[config.mk]
export PLATFORM = sky130hd
export DESIGN_NAME = serial_dac_if
export DESIGN_NICKNAME = d
export VERILOG_FILES = /design/src/serial_dac_pkg.sv /design/src/serial_dac_if.sv
export VERILOG_INCLUDE_DIRS = /design/src
export SDC_FILE = /design/constraint.sdc
export NUM_CORES = 1
export LEC_CHECK = 0
export ABC_AREA = 1
export BUFFER_PORTS_ARGS = -buffer_cell sky130_fd_sc_hd__buf_2
export CAP_MARGIN = 0
export CORE_UTILIZATION = 40
export DETAILED_ROUTE_END_ITERATION = 6
export SYNTH_ARGS = -nofsm -noshare
export SYNTH_HDL_FRONTEND = slang
export SYNTH_SLANG_ARGS = --single-unit
[constraint.sdc]
create_clock -name clk -period 3.25 [get_ports clk]
set_input_delay 0.4875 -clock clk [delete_from_list [all_inputs] [get_ports clk]]
set_output_delay 0.4875 -clock clk [all_outputs]
set_load 0.01 [all_outputs]
[src/serial_dac_defs.svh]
// Constants for the serial DAC input front end
`ifndef SERIAL_DAC_DEFS_SVH
`define SERIAL_DAC_DEFS_SVH

`define WORD_BITS      16
`define CODE_BITS      12
`define ZERO_OFS_BIN   12'h800
`define ZERO_TWOS      12'h000

`define PIN_SCLK       0
`define PIN_SIN        1
`define PIN_SYNC       2
`define PIN_LOAD       3
`define PIN_CLEAR      4
`define PIN_FMT        5
`define PIN_CHAIN      6
`define PIN_BIP        7
`define PIN_RST        8'h1C

`define REG_CTRL       8'h00
`define REG_STATUS     8'h04
`define REG_WORD       8'h08
`define CTRL_SCLR_BIT  0

`endif

[src/serial_dac_pkg.sv]
// Types for the serial DAC input front end
package serial_dac_pkg;
  typedef enum logic [1:0] {
    FR_IDLE  = 2'b00,
    FR_SHIFT = 2'b01,
    FR_DONE  = 2'b11
  } frame_state_e;

  typedef logic [11:0] dac_code_t;

  typedef struct packed {
    logic      auto_upd;
    dac_code_t code;
  } buf_entry_s;
endpackage

[src/serial_dac_if.sv]
// Serial DAC input shift register, update buffer, DAC latch and APB status
//
// The APB slave port and the address map were decided locally.
`timescale 1ns/1ps
`include "serial_dac_defs.svh"
module serial_dac_if #(
  parameter int BUF_DEPTH = 2
) (
  input  wire logic                      clk,
  input  wire logic                      rst,
  input  wire logic                      shift_clk,
  input  wire logic                      serial_in,
  input  wire logic                      frame_sync_n,
  input  wire logic                      latch_load_n,
  input  wire logic                      output_clear_n,
  input  wire logic                      format_select,
  input  wire logic                      chain_enable,
  input  wire logic                      range_bipolar,
  input  wire logic                      psel,
  input  wire logic                      penable,
  input  wire logic                      pwrite,
  input  wire logic [7:0]                paddr,
  input  wire logic [31:0]               pwdata,
  output logic      [31:0]               prdata,
  output logic                           pready,
  output logic                           pslverr,
  output logic                           serial_out,
  output logic                           serial_out_oe,
  output serial_dac_pkg::dac_code_t      dac_code
);
  import serial_dac_pkg::*;

  localparam int NP = 8;
  localparam int PW = (BUF_DEPTH > 1) ? $clog2(BUF_DEPTH) : 1;
  localparam int CW = PW + 1;

  function automatic logic [PW-1:0] inc_ptr(input logic [PW-1:0] p);
    inc_ptr = (p == PW'(BUF_DEPTH - 1)) ? '0 : p + 1'b1;
  endfunction

  function automatic dac_code_t zero_code(input logic bip, input logic twos);
    zero_code = (bip && !twos) ? `ZERO_OFS_BIN : `ZERO_TWOS;
  endfunction

  logic [NP-1:0]  pins;
  logic [NP-1:0]  s1_ff;
  logic [NP-1:0]  s2_ff;
  logic           sclk_d_ff;
  logic           sync_d_ff;
  logic           ld_d_ff;
  frame_state_e   state_ff;
  logic [4:0]     bit_cnt_ff;
  logic [4:0]     cnt_b;
  logic [15:0]    sr_ff;
  logic [15:0]    nxt_sr;
  logic           auto_ff;
  buf_entry_s     buf_mem [BUF_DEPTH];
  buf_entry_s     head;
  logic [PW-1:0]  wr_ptr_ff;
  logic [PW-1:0]  rd_ptr_ff;
  logic [CW-1:0]  buf_cnt_ff;
  dac_code_t      dac_code_ff;
  dac_code_t      zcode;
  logic           serial_out_ff;
  logic           serial_out_oe_ff;
  logic           soft_clear_ff;
  logic [31:0]    prdata_ff;
  logic           pready_ff;
  logic           pslverr_ff;
  logic           sclk_s;
  logic           sin_s;
  logic           sync_s;
  logic           ld_s;
  logic           chain_s;
  logic           sclk_fall;
  logic           sync_fall;
  logic           ld_fall;
  logic           counting;
  logic           buf_in_ready;
  logic           shift_en;
  logic           push;
  logic           pop;
  logic           out_valid;
  logic           clear_act;
  logic           setup;
  logic           mapped;
  logic [31:0]    rd_mux;

  assign pins = {range_bipolar, chain_enable, format_select, output_clear_n,
                 latch_load_n, frame_sync_n, serial_in, shift_clk};

  always_ff @(posedge clk or posedge rst) begin
    if (rst) begin
      s1_ff <= `PIN_RST;
      s2_ff <= `PIN_RST;
    end else begin
      s1_ff <= pins;
      s2_ff <= s1_ff;
    end
  end

  assign sclk_s  = s2_ff[`PIN_SCLK];
  assign sin_s   = s2_ff[`PIN_SIN];
  assign sync_s  = s2_ff[`PIN_SYNC];
  assign ld_s    = s2_ff[`PIN_LOAD];
  assign chain_s = s2_ff[`PIN_CHAIN];

  always_ff @(posedge clk or posedge rst) begin
    if (rst) begin
      sclk_d_ff <= 1'b0;
      sync_d_ff <= 1'b1;
      ld_d_ff   <= 1'b1;
    end else begin
      sclk_d_ff <= sclk_s;
      sync_d_ff <= sync_s;
      ld_d_ff   <= ld_s;
    end
  end

  assign sclk_fall = sclk_d_ff & ~sclk_s;
  assign sync_fall = sync_d_ff & ~sync_s;
  assign ld_fall   = ld_d_ff & ~ld_s;

  // Data and clock share the sync delay, so they stay aligned
  assign counting     = sync_fall | (state_ff == FR_SHIFT);
  assign buf_in_ready = (buf_cnt_ff != CW'(BUF_DEPTH));
  assign shift_en     = sclk_fall & ~sync_s & (chain_s | (counting & buf_in_ready));
  assign cnt_b        = sync_fall ? 5'h0 : bit_cnt_ff;
  assign nxt_sr       = {sr_ff[14:0], sin_s};
  assign push         = shift_en & counting & buf_in_ready & (cnt_b == 5'(`WORD_BITS - 1));

  always_ff @(posedge clk or posedge rst) begin
    if (rst) begin
      state_ff <= FR_IDLE;
    end else begin
      case (state_ff)
        FR_IDLE:  state_ff <= sync_fall ? FR_SHIFT : FR_IDLE;
        FR_SHIFT: state_ff <= sync_s ? FR_IDLE : (push ? FR_DONE : FR_SHIFT);
        FR_DONE:  state_ff <= sync_s ? FR_IDLE : FR_DONE;
        default:  state_ff <= FR_IDLE;
      endcase
    end
  end

  always_ff @(posedge clk or posedge rst) begin
    if (rst) begin
      bit_cnt_ff <= 5'h0;
    end else if (shift_en && counting) begin
      bit_cnt_ff <= cnt_b + 5'h1;
    end else if (sync_fall) begin
      bit_cnt_ff <= 5'h0;
    end
  end

  always_ff @(posedge clk or posedge rst) begin
    if (rst) begin
      sr_ff <= 16'h0000;
    end else if (shift_en) begin
      sr_ff <= nxt_sr;
    end
  end

  always_ff @(posedge clk or posedge rst) begin
    if (rst) begin
      auto_ff <= 1'b0;
    end else if (sync_fall) begin
      auto_ff <= ~ld_s;
    end
  end

  // Two-entry buffer; outside chain mode, held words stall new frames when full
  assign head      = buf_mem[rd_ptr_ff];
  assign out_valid = (buf_cnt_ff != '0);
  assign clear_act = ~s2_ff[`PIN_CLEAR] | soft_clear_ff;
  assign pop       = out_valid & ~clear_act & (head.auto_upd | ld_fall);

  always_ff @(posedge clk) begin
    if (push) begin
      buf_mem[wr_ptr_ff] <= '{auto_upd: sync_fall ? ~ld_s : auto_ff,
                              code: nxt_sr[`CODE_BITS-1:0]};
    end
  end

  always_ff @(posedge clk or posedge rst) begin
    if (rst) begin
      wr_ptr_ff  <= '0;
      rd_ptr_ff  <= '0;
      buf_cnt_ff <= '0;
    end else begin
      if (push) begin
        wr_ptr_ff <= inc_ptr(wr_ptr_ff);
      end
      if (pop) begin
        rd_ptr_ff <= inc_ptr(rd_ptr_ff);
      end
      buf_cnt_ff <= buf_cnt_ff + CW'(push) - CW'(pop);
    end
  end

  assign zcode = zero_code(s2_ff[`PIN_BIP], s2_ff[`PIN_FMT]);

  always_ff @(posedge clk or posedge rst) begin
    if (rst) begin
      dac_code_ff <= `ZERO_TWOS;
    end else if (clear_act) begin
      dac_code_ff <= zcode;
    end else if (pop) begin
      dac_code_ff <= head.code;
    end
  end

  always_ff @(posedge clk or posedge rst) begin
    if (rst) begin
      serial_out_ff    <= 1'b0;
      serial_out_oe_ff <= 1'b0;
    end else begin
      serial_out_ff    <= chain_s & sr_ff[15];
      serial_out_oe_ff <= chain_s;
    end
  end

  // APB slave, one wait-free access phase
  assign setup  = psel & ~penable;
  assign mapped = (paddr == `REG_CTRL) | (paddr == `REG_STATUS) | (paddr == `REG_WORD);

  always_comb begin
    rd_mux = 32'h0000_0000;
    case (paddr)
      `REG_CTRL:   rd_mux = 32'(soft_clear_ff);
      `REG_STATUS: rd_mux = 32'({buf_cnt_ff, s2_ff[`PIN_FMT], chain_s, s2_ff[`PIN_BIP],
                                 auto_ff, state_ff != FR_IDLE, dac_code_ff});
      `REG_WORD:   rd_mux = 32'(sr_ff);
      default:     rd_mux = 32'h0000_0000;
    endcase
  end

  always_ff @(posedge clk or posedge rst) begin
    if (rst) begin
      pready_ff  <= 1'b0;
      pslverr_ff <= 1'b0;
      prdata_ff  <= 32'h0000_0000;
    end else begin
      pready_ff  <= setup;
      pslverr_ff <= setup & ~mapped;
      prdata_ff  <= setup ? rd_mux : 32'h0000_0000;
    end
  end

  always_ff @(posedge clk or posedge rst) begin
    if (rst) begin
      soft_clear_ff <= 1'b0;
    end else if (psel && penable && pready_ff && pwrite && paddr == `REG_CTRL) begin
      soft_clear_ff <= pwdata[`CTRL_SCLR_BIT];
    end
  end

  assign prdata        = prdata_ff;
  assign pready        = pready_ff;
  assign pslverr       = pslverr_ff;
  assign serial_out    = serial_out_ff;
  assign serial_out_oe = serial_out_oe_ff;
  assign dac_code      = dac_code_ff;
endmodule

==> flow_metrics.tcl, run 1 <==
set metrics [dict create \
    placed_area_mm2 0.00491 \
    antenna_cells 0 \
    grt_max_degree 43 \
    htreeDepth 3 \
    yosysUniqueCellTypes 28 \
    setup_violations 0 \
    fillCellCount 1035 \
    slowest_stage "dfstp_2" \
    hold_slack_ns 0.236 \
    clkTransAtPathRegs_ns 0.07 \
    grt_pass1_wl_um 15000 \
    syn_area_mm2 0.00454 \
    worstPathArrival_ns 2.84 \
    cts_tree "done" \
    fin_skew_ns 0.0104 \
    synthTopCellsByArea "dfrtp_1 41%, edfxtp_1 17%, nand2_1 11%" \
    synthFlopType "dfrtp_1" \
    synth_common_cells "134 x nand2_1, 75 x dfrtp_1, 64 x nand3_1" \
    tightestPinTransition_ns 0.715 \
    period_share 0.803 \
    die_area_mm2 0.0118 \
    post_cts_resize_count 0 \
    hold_viol_final 0 \
    synthToLayoutAreaGrowth_pct 14.7 \
    initial_core_util 0.415 \
    worstSetupPathType "flop to flop" \
    grt_use_met2 0.290 \
    ios 101 \
    synth.avg_cell_area_um2 10.0 \
    ir_drop_uv 242 \
    worst-path-buf-inv 5 \
    rows 38 \
    cts_root_buf "clkbuf_16" \
    worstPathRequired_ns 3.48 \
    power_density_mw_per_mm2 516 \
    top_usage_layer "met2" \
    final_area_mm2 0.00521 \
    gp_congestion 0.775 \
    port_buffers 56 \
    wl_per_cell_um 13.2 \
    coreArea_mm2 0.0109 \
    yosysMostFrequentCell "nand2_1" \
    routed_via_density 4.71 \
    cts_made_buffers 9 \
    synth_edf_count 26 \
    cp_common_cell "inv_1" \
    gr-usage-all-layers 0.169 \
    status "finished, final reports clean" \
    grtUsageMet1 0.211 \
    crit_fanout 8 \
    dieHeight_um 109 \
    cts_setup_buffers 0 \
    grt_pass1_vias 3130 \
    crit_family "simple AND/OR/NAND/NOR gates" \
    yosysTopAreaCellShare 0.413 \
    worst_hold_path_type "input port to async pin" \
    met3_usage 0.0350 \
    dp_hpwl_um 5900 \
    vias 3104 \
    clock_path_buffers 2 \
    drc 0 \
    first_pass_iters 4 \
    die_width_um 109 \
    max_cap_violations 0 \
    crit_chain "inv_2 > nand2_4 > nand2_1 > inv_1 > ha_1 > inv_1 > nor3_1 > ha_1 > inv_1 > nor2_1 > nand3_2 > xor2_1 > ha_1 > xnor2_1 > inv_1 > nand2_1 > nand2_1" \
    final_nets 570 \
    fmax_ghz 0.383 \
    cellLeakagePower_nw 2.76 \
    ctsHoldBuffers 0 \
    rsz0062_at_grt "false" \
    critPathMaxStageDelay_ns 0.56 \
    clock_sinks 109 \
    final_max_slew_viol_count 0 \
    overflow 0 \
    finalPower_mw 2.69 \
    period_minus_slack_ns 2.61 \
    drive_gt1_frac 0.216 \
    drtIter0Drc 133 \
    startpoint_type "flop" \
    syn_inst 454 \
    relSlewSlack 0.523 \
    ys_warn_count 0 \
    endpoint_kind "flop" \
    clock_latency_ns 0.34 \
    yosys.area.top_type "dfrtp_1" \
    ys_seq_elements 109 \
    async_flop_share 0.761 \
    drtAntennaViolNets 0 \
    finalSetupTns_ns 0 \
    wl_um 8730 \
    antenna_found_initial 0 \
    yosysSeqAreaShare 0.631 \
]
## sequential cells by signal (all words and copies together) (netlist names), 2 cells and up
name / cells
buf_mem: 26
prdata: 19
sr_ff: 16
dac_code: 12
s1_ff: 8
s2_ff: 8
bit_cnt_ff: 5
buf_cnt_ff: 2
state_ff: 2
## power breakdown
part / leakage (nW) / switching [mW] / internal, mW
clock: 0.141 / 0.492 / 0.574
sequential: 1.31 / 0.0408 / 1.46
combinational: 1.31 / 0.0870 / 0.0358
## cell families (layout without fill, tap and decap cells)
logic type                 after synthesis  count (layout)  share of synthesized area
AOI/OAI and AO/OA                       16              16                     0.0201
xor gates and xnor gates                 5               5                    0.00964
adders and majority gates                3               3                    0.00827
buffers and inverters                   76             129                     0.0835
DFF                                    109             109                      0.631
muxes                                    6               6                     0.0132
other                                    1              13                   0.000826
and+or+nand+nor                        238             238                      0.233
## layer usage
layer	part of all wire	wire, um
met5	0	0
met4	0.0072	63
met3	0.041	355
met2	0.52	4530
met1	0.43	3780
## final cells by class
| type | instances | area (um^2) | area share |
|---|---|---|---|
| Clock buffer | 11 | 254 | 0.0488 |
| Tap cell | 140 | 175 | 0.0336 |
| Timing Repair Buffer | 62 | 338 | 0.0648 |
| Inverter | 51 | 193 | 0.0370 |
| Multi-Input combinational cell | 281 | 1340 | 0.257 |
| Sequential cell | 109 | 2870 | 0.550 |
| Clock inverter | 5 | 42.5 | 0.00817 |
## worst reg2reg max path: stages, from the launching register on
cell     delay, ns
dfstp_2       0.56
inv_2         0.05
nand2_4       0.10
nand2_1       0.08
inv_1         0.08
ha_1          0.14
inv_1         0.06
nor3_1        0.18
ha_1          0.16
inv_1         0.03
nor2_1        0.11
nand3_2       0.17
xor2_1        0.20
ha_1          0.21
xnor2_1       0.18
inv_1         0.06
nand2_1       0.07
nand2_1       0.05
## cell usage in the layout, fill, tap and decap left out, drive strengths merged
master,synthesis,layout
dfrtp,75,75
clkinvlp,0,1
conb,1,13
nand2,141,141
nor2,26,26
o21ai,12,12
clkinv,0,4
xor2,4,4
mux2i,6,6
nor3,5,5
nand3,65,65
inv,51,51
clkbuf,0,11
nand4,1,1
buf,25,62
edfxtp,26,26
dfstp,8,8
a21oi,3,3
xnor2,1,1
o211ai,1,1
ha,3,3
## stage by stage
stage,setup WS [ns],utilization,std cells
floorplan,0.639,-,466
global placement,0.709,0.449,643
detailed placement,0.637,0.449,643
CTS,0.613,0.476,659
global route,0.278,0.476,659
finish,0.640,0.476,659
## worst paths after layout
check	slack, ns	startpoint	cells past startpoint	endpoint
worst min-delay path	0.24	rst	2	s1_ff[5]
worst max register to register	0.64	s2_ff[2]	17	buf_cnt_ff[1]
max in group asynchronous	2.32	rst	3	s2_ff[4]
worst min register to register	0.35	s1_ff[5]	0	s2_ff[5]
min in group clk	0.24	frame_sync_n	1	s1_ff[2]
worst max-delay path	0.64	s2_ff[2]	17	buf_cnt_ff[1]
Note: power is estimated with default switching activity, not from simulation.
==> run 2: changes to the inputs <==
- clock period: 3.25 -> 2.4 ns (I/O delays scaled with it)
==> run 2 against run 1 <==
Utilization rose by 0.95 points. Die area did not move. Global-route usage fell by 0.58 points. Clock power rose by 29%.
==> flow_metrics.tcl, run 2 (same netlist as run 1, synthesis figures left out) <==
set metrics [dict create \
    status "finished, final reports clean" \
    p_comb_frac 0.050 \
    dieHeight_um 109 \
    tightestPinTransition_ns 0.695 \
    regMostFlops "buf_mem" \
    antenna_found_initial 0 \
    wl_um 8780 \
    crit_chain "nor2_2 > nor2_2 > ha_4 > inv_2 > nor3_4 > ha_2 > inv_1 > nor2_2 > nand3_2 > xor2_1 > ha_2 > xnor2_2 > inv_1 > nand2_1 > nand2_1" \
    p_clk_frac 0.385 \
    grt_pass1_vias 2967 \
    critPathMaxStageDelay_ns 0.57 \
    rsz0062_at_grt "true" \
    layout_common_cells "132 x nand2_1, 75 x dfrtp_1, 64 x nand3_1" \
    clock_latency_ns 0.34 \
    drtAntennaViolNets 0 \
    initial_core_util 0.415 \
    endpoint_kind "flop" \
    final_core_util 0.486 \
    cellLeakagePower_nw 2.79 \
    vias 3105 \
    startpoint_type "flop" \
    worst_hold_path_type "input port to flop" \
    crit_family "simple AND/OR/NAND/NOR gates" \
    antenna_cells 0 \
    worstHoldEndpoint "s1_ff[2]" \
    gp_congestion 0.745 \
    crit_fanout 4 \
    overflow 0 \
    ctsHoldBuffers 0 \
    power_density_mw_per_mm2 675 \
    first_pass_iters 4 \
    r2r_start "s2_ff[2]" \
    layout_commonest_cell "nand2_1" \
    synthToLayoutAreaGrowth_pct 17.0 \
    rrSetupSlack_ns 0.11 \
    fin_skew_ns 0.00890 \
    final_max_slew_viol_count 0 \
    ios 101 \
    clock_path_buffers 2 \
    swShare 0.236 \
    grt_pass1_wl_um 14400 \
    finalPower_mw 3.59 \
    period_minus_slack_ns 2.29 \
    final_nets 576 \
    drtIter0Drc 112 \
    cts_root_buf "clkbuf_16" \
    setup_violations 0 \
    port_buffers 56 \
    cts_made_buffers 9 \
    slowest_stage "dfstp_2" \
    worstSetupPathType "flop to flop" \
    wl_per_cell_um 13.2 \
    reg2regPathDepth 15 \
    period_share 0.952 \
    timing.rr.end "buf_cnt_ff[1]" \
    rows 38 \
    hold_slack_ns 0.111 \
    die_area_mm2 0.0118 \
    htreeDepth 3 \
    gr-usage-all-layers 0.163 \
    max_cap_violations 0 \
    p_switching_mw 0.846 \
    routed_via_density 4.67 \
    drive_gt1_frac 0.251 \
    worst-path-buf-inv 3 \
    clock_sinks 109 \
    ir_drop_uv 328 \
    relSlewSlack 0.536 \
    dp_hpwl_um 5850 \
    clkTransAtPathRegs_ns 0.07 \
    largest_register_ffs 26 \
    hold_viol_final 0 \
    intPower_mw 2.74 \
    drc 0 \
    power_frac_seq 0.565 \
    cts_tree "done" \
    worstPathArrival_ns 2.52 \
    worstPathRequired_ns 2.63 \
    coreArea_mm2 0.0109 \
    grt_max_degree 84 \
    worstHoldStart "frame_sync_n" \
    cp_common_cell "nor2_2" \
    die_width_um 109 \
    fmax_ghz 0.437 \
    hold_depth 1 \
]
==> run 2: power groups by stage <==
stage          logic (mW)  clock network [mW]  registers [mW]
3_3_place_gp        0.170                   0            2.06
2_1_floorplan       0.133                   0            2.05
6_report            0.179                1.38            2.03
3_5_place_dp        0.176                   0            2.06
5_1_grt             0.209                1.49            2.04
4_1_cts             0.176                1.41            2.03
==> run 2: repair_timing <==
item                       CTS  global route
setup endpoints to repair   25            27
pin swaps                    0            10
gates resized for setup      2            19
setup buffers                0             0
==> run 2: per-stage QoR <==
stage	area, um^2	cells	TNS (ns)	worst slack [ns]
final	5310	665	0	0.114
after global routing	5310	665	-0.0786	-0.0786
after CTS	5250	665	0	0.0173
after detailed placement	4960	649	-0.729	-0.0577
after global placement	4960	649	0	0.0213
after floorplan	4590	466	-4.42	-0.170
==> run 2: layer usage <==
metal	routed length, um	share of wire	GRT usage	vias up
li1	-	-	-	1548
met1	3780	0.43	0.201	1484
met2	4580	0.52	0.282	63
met3	311	0.035	0.0283	10
met4	118	0.013	0.0666	0
met5	0	0	0	-
==> run 2: final cells by class <==
type | count | area (um^2)
Clock buffer | 10 | 229
Clock inverter | 6 | 50.0
Fill cell | 1032 | 5620
Inverter | 51 | 198
Multi-Input combinational cell | 281 | 1400
Sequential cell | 109 | 2870
Tap cell | 140 | 175
Timing Repair Buffer | 68 | 390
==> run 2: worst reg2reg max path: stages, from the launching register on <==
cell and delay, ns:
dfstp_2 0.57, nor2_2 0.06, nor2_2 0.18, ha_4 0.15, inv_2 0.05, nor3_4 0.10, ha_2 0.17, inv_1 0.04
nor2_2 0.08, nand3_2 0.08, xor2_1 0.17, ha_2 0.20, xnor2_2 0.18, inv_1 0.06, nand2_1 0.05, nand2_1 0.04
==> run 2: worst max path at each step <==
stage,slack [ns],end,from,cells after the start
after floorplan,-0.17,buf_mem[1][0],s2_ff[2],12
after global placement,0.02,buf_mem[1][8],s2_ff[2],14
after detailed placement,-0.06,buf_mem[1][7],s2_ff[2],14
after CTS,0.02,buf_mem[0][5],s2_ff[2],14
after global routing,-0.08,buf_cnt_ff[1],s2_ff[2],15
final,0.11,buf_cnt_ff[1],s2_ff[2],15
